### src/hw/adcsel_map.vh
// addresses, field positions, reset values and decode constants of the adc select block
`ifndef ADCSEL_MAP_VH
`define ADCSEL_MAP_VH

// register addresses on the sfr port
`define ADCSEL_ADDR_CFG        8'hbc
`define ADCSEL_ADDR_CHAN       8'hbb
`define ADCSEL_ADDR_PAIR       8'hba

// reset values
`define ADCSEL_RST_CFG         8'hf8
`define ADCSEL_RST_CHAN        4'h0
`define ADCSEL_RST_PAIR        4'h0
`define ADCSEL_ZERO_BYTE       8'h00

// field positions
`define ADCSEL_DIV_HI          7
`define ADCSEL_DIV_LO          3
`define ADCSEL_GAIN_HI         2
`define ADCSEL_GAIN_LO         0
`define ADCSEL_CODE_HI         3
`define ADCSEL_CODE_LO         0
`define ADCSEL_TEMP_BIT        3
`define ADCSEL_PAIR_HI         3
`define ADCSEL_PAIR_LO         0

// divider constants
`define ADCSEL_DIV_ZERO        5'h00
`define ADCSEL_DIV_ONE         5'h01

// gain codes and gain expressed in half steps (gain * 2)
`define ADCSEL_GAIN_1          3'h0
`define ADCSEL_GAIN_2          3'h1
`define ADCSEL_GAIN_4          3'h2
`define ADCSEL_GAIN_8          3'h3
`define ADCSEL_GAIN_16A        3'h4
`define ADCSEL_GAIN_16B        3'h5
`define ADCSEL_HALF_1          6'h02
`define ADCSEL_HALF_2          6'h04
`define ADCSEL_HALF_4          6'h08
`define ADCSEL_HALF_8          6'h10
`define ADCSEL_HALF_16         6'h20
`define ADCSEL_HALF_05         6'h01

// rate limit: system clock and sar ceiling in khz
`define ADCSEL_SYSTEM_CLOCK_KHZ      100000
`define ADCSEL_SAR_MAX_KHZ     2500
`define ADCSEL_PERIOD_HALVES   2

`endif

### src/hw/adcsel_clkdiv.v
// sar conversion clock divider: tick once per sar period plus a square wave for nonzero n; at n = 0 the level is held high
`timescale 1ns/1ps
module adcsel_clkdiv
(
	input  wire       mclk,
	input  wire       arst_n,
	input  wire [4:0] div_n,
	output reg        sar_tick,
	output reg        sar_level
);
`include "adcsel_map.vh"

	reg  [4:0] half_cnt;
	reg  [4:0] last_n;
	reg  [4:0] next_half_cnt;
	reg        next_tick;
	reg        next_level;
	wire       n_changed;

	// restart on any divider change so a new period never runs from a stale count
	assign n_changed = (div_n != last_n);

	always @*
	begin
		next_half_cnt = half_cnt;
		next_tick     = 1'b0;
		next_level    = sar_level;
		if (div_n == `ADCSEL_DIV_ZERO)
		begin
			// full rate: a tick every cycle, level held high
			next_half_cnt = `ADCSEL_DIV_ZERO;
			next_tick     = 1'b1;
			next_level    = 1'b1;
		end
		else if (n_changed)
		begin
			next_half_cnt = `ADCSEL_DIV_ZERO;
			next_level    = 1'b0;
		end
		else if (half_cnt == div_n)
		begin
			// each half period lasts n + 1 cycles
			next_half_cnt = `ADCSEL_DIV_ZERO;
			next_level    = ~sar_level;
			next_tick     = ~sar_level;
		end
		else
		begin
			next_half_cnt = half_cnt + `ADCSEL_DIV_ONE;
		end
	end

	always @(posedge mclk or negedge arst_n)
	begin
		if (!arst_n)
		begin
			half_cnt  <= 5'h00;
			last_n    <= 5'h00;
			sar_tick  <= 1'b0;
			sar_level <= 1'b0;
		end
		else
		begin
			half_cnt  <= next_half_cnt;
			last_n    <= div_n;
			sar_tick  <= next_tick;
			sar_level <= next_level;
		end
	end

endmodule // adcsel_clkdiv

### src/hw/adcsel_top.v
// adc input select, pair configuration, sar clock and gain configuration registers
`timescale 1ns/1ps
module adcsel_top
(
	input  wire       mclk,
	input  wire       arst_n,
	input  wire [7:0] sfr_addr,
	input  wire       sfr_wr,
	input  wire [7:0] sfr_wdata,
	input  wire       sfr_rd,
	output reg  [7:0] sfr_rdata,
	output wire       sar_clk_tick,
	output wire       sar_clk_level,
	output reg        sar_rate_over_limit,
	output reg  [7:0] mux_pos_sel,
	output reg  [7:0] mux_neg_sel,
	output reg        mux_differential,
	output reg        temp_sensor_sel,
	output reg  [2:0] amplifier_gain_field,
	output reg  [5:0] gain_half_steps
);
`include "adcsel_map.vh"

	////////////////////////////////////////////////////////////////////////////////
	// sfr registers

	reg  [7:0] adc_clock_and_gain_config;
	reg  [3:0] channel_code_field;
	reg  [3:0] input_pair_config;

	wire       wr_cfg;
	wire       wr_chan;
	wire       wr_pair;
	wire [4:0] sar_clock_divider_field;
	wire [2:0] gain_field;

	assign wr_cfg  = sfr_wr && (sfr_addr == `ADCSEL_ADDR_CFG);
	assign wr_chan = sfr_wr && (sfr_addr == `ADCSEL_ADDR_CHAN);
	assign wr_pair = sfr_wr && (sfr_addr == `ADCSEL_ADDR_PAIR);

	assign sar_clock_divider_field = adc_clock_and_gain_config[`ADCSEL_DIV_HI:`ADCSEL_DIV_LO];
	assign gain_field              = adc_clock_and_gain_config[`ADCSEL_GAIN_HI:`ADCSEL_GAIN_LO];

	// writes land at the edge that samples the strobe; no wait states
	// upper nibbles of the select and pair registers are not stored and read zero
	always @(posedge mclk or negedge arst_n)
	begin
		if (!arst_n)
		begin
			adc_clock_and_gain_config <= `ADCSEL_RST_CFG;
			channel_code_field        <= `ADCSEL_RST_CHAN;
			input_pair_config         <= `ADCSEL_RST_PAIR;
		end
		else
		begin
			if (wr_cfg)
				adc_clock_and_gain_config <= sfr_wdata;
			if (wr_chan)
				channel_code_field <= sfr_wdata[`ADCSEL_CODE_HI:`ADCSEL_CODE_LO];
			if (wr_pair)
				input_pair_config <= sfr_wdata[`ADCSEL_PAIR_HI:`ADCSEL_PAIR_LO];
		end
	end

	////////////////////////////////////////////////////////////////////////////////
	// read path, one cycle after the read strobe

	reg  [7:0] next_rdata;

	// unmapped addresses read zero and swallow writes
	always @*
	begin
		next_rdata = `ADCSEL_ZERO_BYTE;
		case (sfr_addr)
			`ADCSEL_ADDR_CFG:
				next_rdata = adc_clock_and_gain_config;
			`ADCSEL_ADDR_CHAN:
				next_rdata = {4'h0, channel_code_field};
			`ADCSEL_ADDR_PAIR:
				next_rdata = {4'h0, input_pair_config};
			default:
				next_rdata = `ADCSEL_ZERO_BYTE;
		endcase
	end

	always @(posedge mclk or negedge arst_n)
	begin
		if (!arst_n)
			sfr_rdata <= `ADCSEL_ZERO_BYTE;
		else if (sfr_rd)
			sfr_rdata <= next_rdata;
	end

	////////////////////////////////////////////////////////////////////////////////
	// sar conversion clock

	adcsel_clkdiv u_clkdiv
	(
		.mclk      (mclk),
		.arst_n    (arst_n),
		.div_n     (sar_clock_divider_field),
		.sar_tick  (sar_clk_tick),
		.sar_level (sar_clk_level)
	);

	// flag divider settings that push the sar clock above its ceiling;
	// the block still obeys such a setting, software owns the choice
	// smallest n + 1 that keeps the sar clock under its ceiling;
	// rounded up so a ceiling that does not divide evenly stays on the safe side
	localparam integer MIN_DIV_INT =
		`ADCSEL_SYSTEM_CLOCK_KHZ / (`ADCSEL_PERIOD_HALVES * `ADCSEL_SAR_MAX_KHZ) +
		((`ADCSEL_SYSTEM_CLOCK_KHZ % (`ADCSEL_PERIOD_HALVES * `ADCSEL_SAR_MAX_KHZ)) != 0);
	localparam [5:0] MIN_DIVISOR = MIN_DIV_INT[5:0];

	wire [5:0] divisor_plus;
	wire       next_over_limit;

	assign divisor_plus    = {1'b0, sar_clock_divider_field} + 6'h01;
	assign next_over_limit = (sar_clock_divider_field == `ADCSEL_DIV_ZERO) ||
				 (divisor_plus < MIN_DIVISOR);

	always @(posedge mclk or negedge arst_n)
	begin
		if (!arst_n)
			sar_rate_over_limit <= 1'b0;
		else
			sar_rate_over_limit <= next_over_limit;
	end

	////////////////////////////////////////////////////////////////////////////////
	// amplifier gain decode

	reg  [5:0] next_gain;

	// 11x attenuates by half, so gain is carried in half steps

	always @*
	begin
		next_gain = `ADCSEL_HALF_1;
		case (gain_field)
			`ADCSEL_GAIN_1:
				next_gain = `ADCSEL_HALF_1;
			`ADCSEL_GAIN_2:
				next_gain = `ADCSEL_HALF_2;
			`ADCSEL_GAIN_4:
				next_gain = `ADCSEL_HALF_4;
			`ADCSEL_GAIN_8:
				next_gain = `ADCSEL_HALF_8;
			`ADCSEL_GAIN_16A,
			`ADCSEL_GAIN_16B:
				next_gain = `ADCSEL_HALF_16;
			default:
				next_gain = `ADCSEL_HALF_05;
		endcase
	end

	always @(posedge mclk or negedge arst_n)
	begin
		if (!arst_n)
		begin
			amplifier_gain_field <= 3'h0;
			gain_half_steps      <= 6'h00;
		end
		else
		begin
			amplifier_gain_field <= gain_field;
			gain_half_steps      <= next_gain;
		end
	end

	////////////////////////////////////////////////////////////////////////////////
	// channel decode

	wire       code_temp;
	wire [2:0] code_chan;
	wire [1:0] code_pair;
	wire       pair_diff;
	wire [7:0] next_pos;
	wire [7:0] next_neg;

	// temp code wins over the pair bit so a sensor read never drives the neg side
	assign code_temp = channel_code_field[`ADCSEL_TEMP_BIT];
	assign code_chan = channel_code_field[2:0];
	assign code_pair = code_chan[2:1];
	assign pair_diff = input_pair_config[code_pair] && !code_temp;

	// odd code of a differential pair routes the same pair, never a lone half
	genvar gi;
	generate
		for (gi = 0; gi < 8; gi = gi + 1)
		begin : g_input
			if (gi % 2 == 0)
			begin : g_even
				assign next_pos[gi] = !code_temp &&
					(pair_diff ? (code_pair == gi / 2) : (code_chan == gi));
				assign next_neg[gi] = 1'b0;
			end
			else
			begin : g_odd
				assign next_pos[gi] = !code_temp && !pair_diff && (code_chan == gi);
				assign next_neg[gi] = pair_diff && (code_pair == gi / 2);
			end
		end
	endgenerate

	always @(posedge mclk or negedge arst_n)
	begin
		if (!arst_n)
		begin
			mux_pos_sel      <= 8'h00;
			mux_neg_sel      <= 8'h00;
			mux_differential <= 1'b0;
			temp_sensor_sel  <= 1'b0;
		end
		else
		begin
			mux_pos_sel      <= next_pos;
			mux_neg_sel      <= next_neg;
			mux_differential <= pair_diff;
			temp_sensor_sel  <= code_temp;
		end
	end

endmodule // adcsel_top

### config.mk
export PLATFORM = sky130hd
export DESIGN_NAME = adcsel_top
export DESIGN_NICKNAME = d
export VERILOG_FILES = /design/src/hw/adcsel_clkdiv.v /design/src/hw/adcsel_top.v
export VERILOG_INCLUDE_DIRS = /design/src /design/src/hw
export SDC_FILE = /design/constraint.sdc
export NUM_CORES = 1
export LEC_CHECK = 0
export BUFFER_PORTS_ARGS = -buffer_cell sky130_fd_sc_hd__buf_2
export CORE_MARGIN = 2
export CORE_UTILIZATION = 57
export DETAILED_ROUTE_END_ITERATION = 6
export HOLD_SLACK_MARGIN = 0.03
export PLACE_DENSITY = 0.88
export SYNTH_ARGS = -nofsm -noshare
export SYNTH_HDL_FRONTEND = slang
export SYNTH_SLANG_ARGS = --single-unit
### constraint.sdc
create_clock -name mclk -period 3.8 [get_ports mclk]
set_input_delay 0.95 -clock mclk [delete_from_list [all_inputs] [get_ports mclk]]
set_output_delay 0.95 -clock mclk [all_outputs]
set_load 0.03 [all_outputs]
==> After elaboration in Yosys (flattened, before gate mapping) <==
Index checks and enable logic that the tools add are counted.
{ "word_totals": {"ff_bits": 60, "latch_bits": 0, "ramBits": 0, "rom_bits": 0, "in_bits": 20, "out_inout_bits": 38, "elab_cells": 83, "memories": 0} }
{ "op_classes": {"n_addsub": 2, "multipliers": 0, "div_mod_pow": 0, "magnitude_cmp": 2, "eq_ne": 20, "n_shift": 0, "n_mux": 17, "bitwise": 1, "reduce_logical": 26} }
{ "ops": {"columns": ["operator", "count"], "rows": [
  ["6-bit case mux with 5 select lines", 1],
  ["8-bit == test, second input constant", 3],
  ["8-bit case mux with 3 select lines", 1],
  ["3-bit == test, second input constant", 6],
  ["1-bit logical AND", 17],
  ["5-bit 2-to-1 mux", 3],
  ["3-bit by 2-bit == test with 1-bit output, second input constant", 4],
  ["1-bit 2-to-1 mux", 11],
  ["5-bit by 1-bit adder with 6-bit output, second input constant", 1],
  ["3-bit by 1-bit == test with 1-bit output, second input constant", 2],
  ["3-bit zero test", 2],
  ["6-bit by 5-bit less-than comparator with 1-bit output, second input constant", 1],
  ["5-bit by 1-bit adder with 5-bit output, second input constant", 1],
  ["5-bit == test", 1],
  ["5-bit zero test", 1],
  ["5-bit != test", 1],
  ["2-bit == test, second input constant", 2],
  ["2-bit by 3-bit less-than comparator with 1-bit output, second input constant", 1],
  ["3-bit nonzero test", 1],
  ["1-bit binary-select mux with 2-bit select", 1],
  ["2-bit by 1-bit == test with 1-bit output, second input constant", 1],
  ["1-bit zero test", 2],
  ["2-bit zero test", 1],
  ["2-bit OR reduction", 1],
  ["other kinds (2)", 2]
]} }

==> Depth between registers and ports, before layout <==
{ "depth": {"word_depth": 6, "mapped_depth": 5, "ltp_nobuf": 4} }

==> Cells and area by module <==
From an unflattened synthesis, not the netlist that was laid out.
{ "hier_totals": {"hier_cells": 191, "area_unflattened_um2": 2557.5} }
{ "modules_own_cells": {"columns": ["module", "instances", "cells_each", "area_per_inst_um2", "seq_area_each_um2"], "rows": [
  ["adcsel_top", 1, 145, 1998.2, 1207.4],
  ["adcsel_clkdiv", 1, 46, 559.3, 300.3]
]} }

==> Worst setup path before layout <==
Ideal clock, no wire load.
{ "synth_timing": {"kind": "in2reg", "startpoint": "input sfr_addr[6]", "endpoint": "register adc_clock_and_gain_config[0]", "setup_time_ns": 0.125, "arrival_time_ns": 2.042, "slack_ns": 1.633, "path_stages": 5, "cell_sequence": "and4b_1 nand3_2 or3_1 buf_6 mux2_4"} }
{ "synth_via": {"elab_chain_len": 2} }
{ "synth_lines": {"columns": ["item", "line_no", "rtl"], "rows": [
  ["start: declaration", "adcsel_top.v:7", "input wire [7:0] sfr_addr,"],
  ["8-bit == test", null, null],
  ["1-bit logical AND", "adcsel_top.v:37", "assign wr_cfg = sfr_wr && (sfr_addr == `ADCSEL_ADDR_CFG);"],
  ["end signal: assignment", "adcsel_top.v:50", "adc_clock_and_gain_config <= `ADCSEL_RST_CFG;"],
  ["end signal: assignment", "adcsel_top.v:57", "adc_clock_and_gain_config <= sfr_wdata;"],
  ["end: declaration", "adcsel_top.v:27", "reg [7:0] adc_clock_and_gain_config;"]
]} }
No other way between the ends.
A chain may end at the register's enable or synchronous reset.

==> Worst setup path after layout <==
{ "layout_timing": {"startpoint": "input sfr_addr[6]", "endpoint": "register adc_clock_and_gain_config[1]"} }
The elaborated chain is that of the path after synthesis.

==> impl_summary.txt <==
----------------------------------------------------
[Run status]
  Run status ... complete, no violations

[Synth]
  Total number of yosys warnings ... 0
  Fraction of registers with async set/reset ... 1.00
  Sequential area share after synthesis ... 0.617
  Combined area of all synthesized cells ... 2440 um^2
  Flip-flop and latch count after synthesis ... 60
  Synth Flop Type ... sky130_fd_sc_hd__dfrtp_1
  Synthesized area divided by synthesized cell count ... 13.4 um^2
  Count of unique library cells instantiated by Yosys ... between 40 and 50
  Number of cells produced by synthesis ... between 150 and 200
  EDFF count, synth ... 0

[Floorplanning]
  Core box area ... 4060 um^2
  Floorplan die height ... roughly 70 um
  I/O pin total ... between 50 and 60
  Placement Rows ... 23
  Initial standard-cell utilization of the core ... 0.602
  Floorplan die area ... around 4800 um^2
  Die Span X ... between 60 and 70 um

[GRT]
  Global Route Usage Sum ... 0.206
  Antenna violations before repair ... 0
  Congestion Overflow GR ... 0
  First-pass GRT wire length ... 7580 um
  Largest net degree at the start of global routing ... between 40 and 50
  Via count of the first global-routing pass ... between 1500 and 2000

[STA]
  Setup repair after global routing missed its margin ... no
  Setup violations, final ... 0
  Share of the clock period used by the worst path after layout ... 0.553
  Layout Skew ... about 0.0056 ns
  Count of pins over their slew limit ... 0
  Final Hold Slack ... approximately 0.45 ns
  Number of failing hold endpoints at the final stage ... 0
  Final worst path period need ... between 2 and 2.5 ns
  Pin slew with the least headroom to its limit ... around 0.84 ns
  Tightest slew margin relative to the limit ... 0.438
  Maximum achievable frequency ... between 400 and 500 MHz
  Post-Route Setup TNS ... 0 ns

[Clocking]
  Quantity of gates resized following cts ... 0
  TritonCTS clock tree ... done
  Total clock buffers created by CTS ... 9
  Total of hold buffers inserted after clock tree synthesis ... 0
  Clk sinks ... 60
  Clock-pin transition on the worst setup and hold timing paths ... 0.06 ns
  CTS root buffer ... sky130_fd_sc_hd__clkbuf_8
  Number of buffers between clock root and the deepest sink ... 2
  Post CTS Setup Buffer Count ... 0
  Clock insertion delay at the later pin of the skew report ... around 0.33 ns
  Htree depth ... 3

[Routing]
  Total number of vias ... ~1600
  Average routed wire per standard cell ... between 15 and 20 um
  Number of DRC markers after the initial detailed-route iteration ... a little over 70
  DRT antenna net count ... 0
  Vias per inst ... between 5 and 6
  Iteration count of the initial detailed-routing pass ... 4
  Routed met1 length ... between 2000 and 2500 um
  Met3 wirelength from detailed routing ... 269 um
  WL met2 ... 1850 um
  Highest metal layer with signal wires ... met4
  Residual DRC ... 0
  Total Wirelength ... approximately 4400 um

[Pwr]
  Leakage ... 1.54 nW
  Max rail drop VDD ... approximately 0.35 mV
  Overall power ... between 1 and 1.5 mW
  Power density over the cells ... slightly below 500 nW/um^2

[Placement]
  Placed instance count ... about 280
  Quantity of I/O buffers inserted on ports ... 53
  Final Wtd Congestion ... 0.804
  DP Wirelength ... 3080 um

[Finish]
  P&R area growth vs syn ... 19.7%
  Fill cell count ... 267
  Nets@finish ... about 260
  ANT cells ... 0
  Post-layout instance count excluding filler cells ... ~300
  Layout cells sized above 1 ... 0.395

[Critical path]
  Nature of the critical path endpoint ... flip-flop
  Startpoint-to-endpoint class of the critical path ... primary input to flip-flop
  Maximum fanout count along the critical path ... 8
  Type of origin of the critical path ... primary input
  Required time at the worst-slack endpoint ... 4.02 ns
  Critical path data arrival time ... roughly 2.3 ns

[Worst hold path]
  Path type of the worst min-delay path ... flip-flop to flip-flop

[Flow run]
  Maximum Capacitance Violations ... 0

----------------------------------------------------
-- metal layers --
metal	GRT usage	up-vias
met5	0	-
li1	-	754
met3	0.0654	8
met4	0.0980	0
met1	0.292	734
met2	0.291	61
-- synthesized netlist by cell type, types with 2 or more instances --
library cell,count,area share
sky130_fd_sc_hd__buf_4,4,0.012
sky130_fd_sc_hd__mux2_4,8,0.049
sky130_fd_sc_hd__nand3_1,4,0.0082
sky130_fd_sc_hd__and3_1,3,0.0077
sky130_fd_sc_hd__nor4_1,3,0.0077
sky130_fd_sc_hd__dfrtp_1,55,0.56
sky130_fd_sc_hd__a22o_1,4,0.014
sky130_fd_sc_hd__nor3_1,6,0.012
sky130_fd_sc_hd__o2bb2ai_1,4,0.014
sky130_fd_sc_hd__xnor2_1,6,0.022
sky130_fd_sc_hd__xor2_1,7,0.025
sky130_fd_sc_hd__a22oi_1,4,0.012
sky130_fd_sc_hd__nand2_1,6,0.0092
sky130_fd_sc_hd__a2bb2oi_1,4,0.014
sky130_fd_sc_hd__and2_1,2,0.0051
sky130_fd_sc_hd__dfstp_2,5,0.054
sky130_fd_sc_hd__clkbuf_1,7,0.011
sky130_fd_sc_hd__or3_1,3,0.0077
sky130_fd_sc_hd__nor2b_1,5,0.013
sky130_fd_sc_hd__o211ai_1,2,0.0061
sky130_fd_sc_hd__mux2_2,8,0.037
sky130_fd_sc_hd__o21ai_0,2,0.0041
sky130_fd_sc_hd__nor3b_1,3,0.0092
sky130_fd_sc_hd__nor2_1,10,0.015
-- worst max-delay path, cell delays in order --
cell and delay (ns):
sky130_fd_sc_hd__buf_2 0.09, sky130_fd_sc_hd__and4b_1 0.27, sky130_fd_sc_hd__nand3_2 0.10, sky130_fd_sc_hd__or3_1 0.54
sky130_fd_sc_hd__mux2_4 0.37
-- metrics by stage --
step	instance area, um^2	utilization	worst slack [ns]
5_1_grt	2930	0.721	1.64
2_1_floorplan	2450	-	1.63
3_5_place_dp	2720	0.671	1.34
3_3_place_gp	2720	0.671	1.40
4_1_cts	2930	0.721	1.69
6_report	2930	0.721	1.70
-- power breakdown --
group / leakage (nW) / switching (mW) / internal (mW) / total, mW
clock network: 0.102 / 0.241 / 0.336 / 0.577
logic: 0.643 / 0.0919 / 0.0515 / 0.143
registers: 0.793 / 0.0234 / 0.667 / 0.690
-- layout by cell type (no fill, tap or decap), drive strengths merged --
| cell | instances |
|---|---|
| nand3 | 5 |
| clkinvlp | 1 |
| and3 | 3 |
| nor4b | 1 |
| a22oi | 4 |
| o211ai | 2 |
| ha | 1 |
| mux2 | 16 |
| or4 | 1 |
| clkbuf | 12 |
| dfrtp | 55 |
| nor2 | 10 |
| nand2b | 2 |
| buf | 54 |
| dfstp | 5 |
| and4b | 1 |
| nor2b | 5 |
| and2b | 1 |
| o2111ai | 1 |
| bufinv | 1 |
| or3 | 3 |
| xnor2 | 6 |
| o2bb2ai | 4 |
| or3b | 1 |
| nor4 | 3 |
| and3b | 1 |
| clkinv | 2 |
| a22o | 4 |
| conb | 4 |
| xor2 | 7 |
| or2 | 1 |
| inv | 1 |
| nor3 | 7 |
| nand2 | 6 |
| and2 | 2 |
| a2bb2oi | 4 |
| nor3b | 3 |
| o21ai | 2 |
| mux4 | 1 |
-- kinds of logic (layout without fill, tap and decap cells) --
| logic type | count (synthesis) | after routing | share of synthesized area |
|---|---|---|---|
| AOI/OAI and AO/OA | 21 | 21 | 0.0691 |
| xor gates and xnor gates | 13 | 13 | 0.0466 |
| adders and majority gates | 1 | 1 | 0.00512 |
| buffers and inverters | 13 | 71 | 0.0292 |
| DFF | 60 | 60 | 0.617 |
| muxes | 17 | 17 | 0.0952 |
| other | 1 | 4 | 0.00153 |
| and+or+nand+nor | 56 | 56 | 0.136 |
-- path summary, 6_finish.rpt --
| kind | from | endpoint | slack [ns] | cells past startpoint |
|---|---|---|---|---|
| worst max-delay path | sfr_addr[6] | adc_clock_and_gain_config[1]$_DFFE_PN0P_ | 1.70 | 5 |
| worst min-delay path | adc_clock_and_gain_config[5]$_DFFE_PN1P_ | u_clkdiv.last_n[2]$_DFF_PN0_ | 0.45 | 0 |
| worst max register to register | channel_code_field[2]$_DFFE_PN0P_ | mux_pos_sel[1]$_DFF_PN0_ | 2.14 | 3 |
| worst min register to register | adc_clock_and_gain_config[5]$_DFFE_PN1P_ | u_clkdiv.last_n[2]$_DFF_PN0_ | 0.45 | 0 |
| max in group asynchronous | arst_n | adc_clock_and_gain_config[5]$_DFFE_PN1P_ | 2.23 | 2 |
| min in group asynchronous | arst_n | mux_neg_sel[1]$_DFF_PN0_ | 0.72 | 1 |
-- state kept, by name (all words and copies together), names as in the netlist, 3 cells and up --
| register | count |
|---|---|
| adc_clock_and_gain_config | 8 |
| mux_pos_sel | 8 |
| sfr_rdata | 8 |
| gain_half_steps | 6 |
| u_clkdiv.half_cnt | 5 |
| u_clkdiv.last_n | 5 |
| channel_code_field | 4 |
| input_pair_config | 4 |
| mux_neg_sel | 4 |
| amplifier_gain_field | 3 |
-- area by class of cell --
type | count | area (um^2) | share of cell area
clock inverters | 4 | 47.5 | 0.0163
well taps | 50 | 62.6 | 0.0214
clock buffers | 12 | 155 | 0.0530
inverters | 1 | 3.75 | 0.00128
multi-input cells | 112 | 876 | 0.299
flip-flops and latches | 60 | 1510 | 0.515
repair buffers | 54 | 273 | 0.0932
No activity file was read; power rests on OpenSTA's default activity.
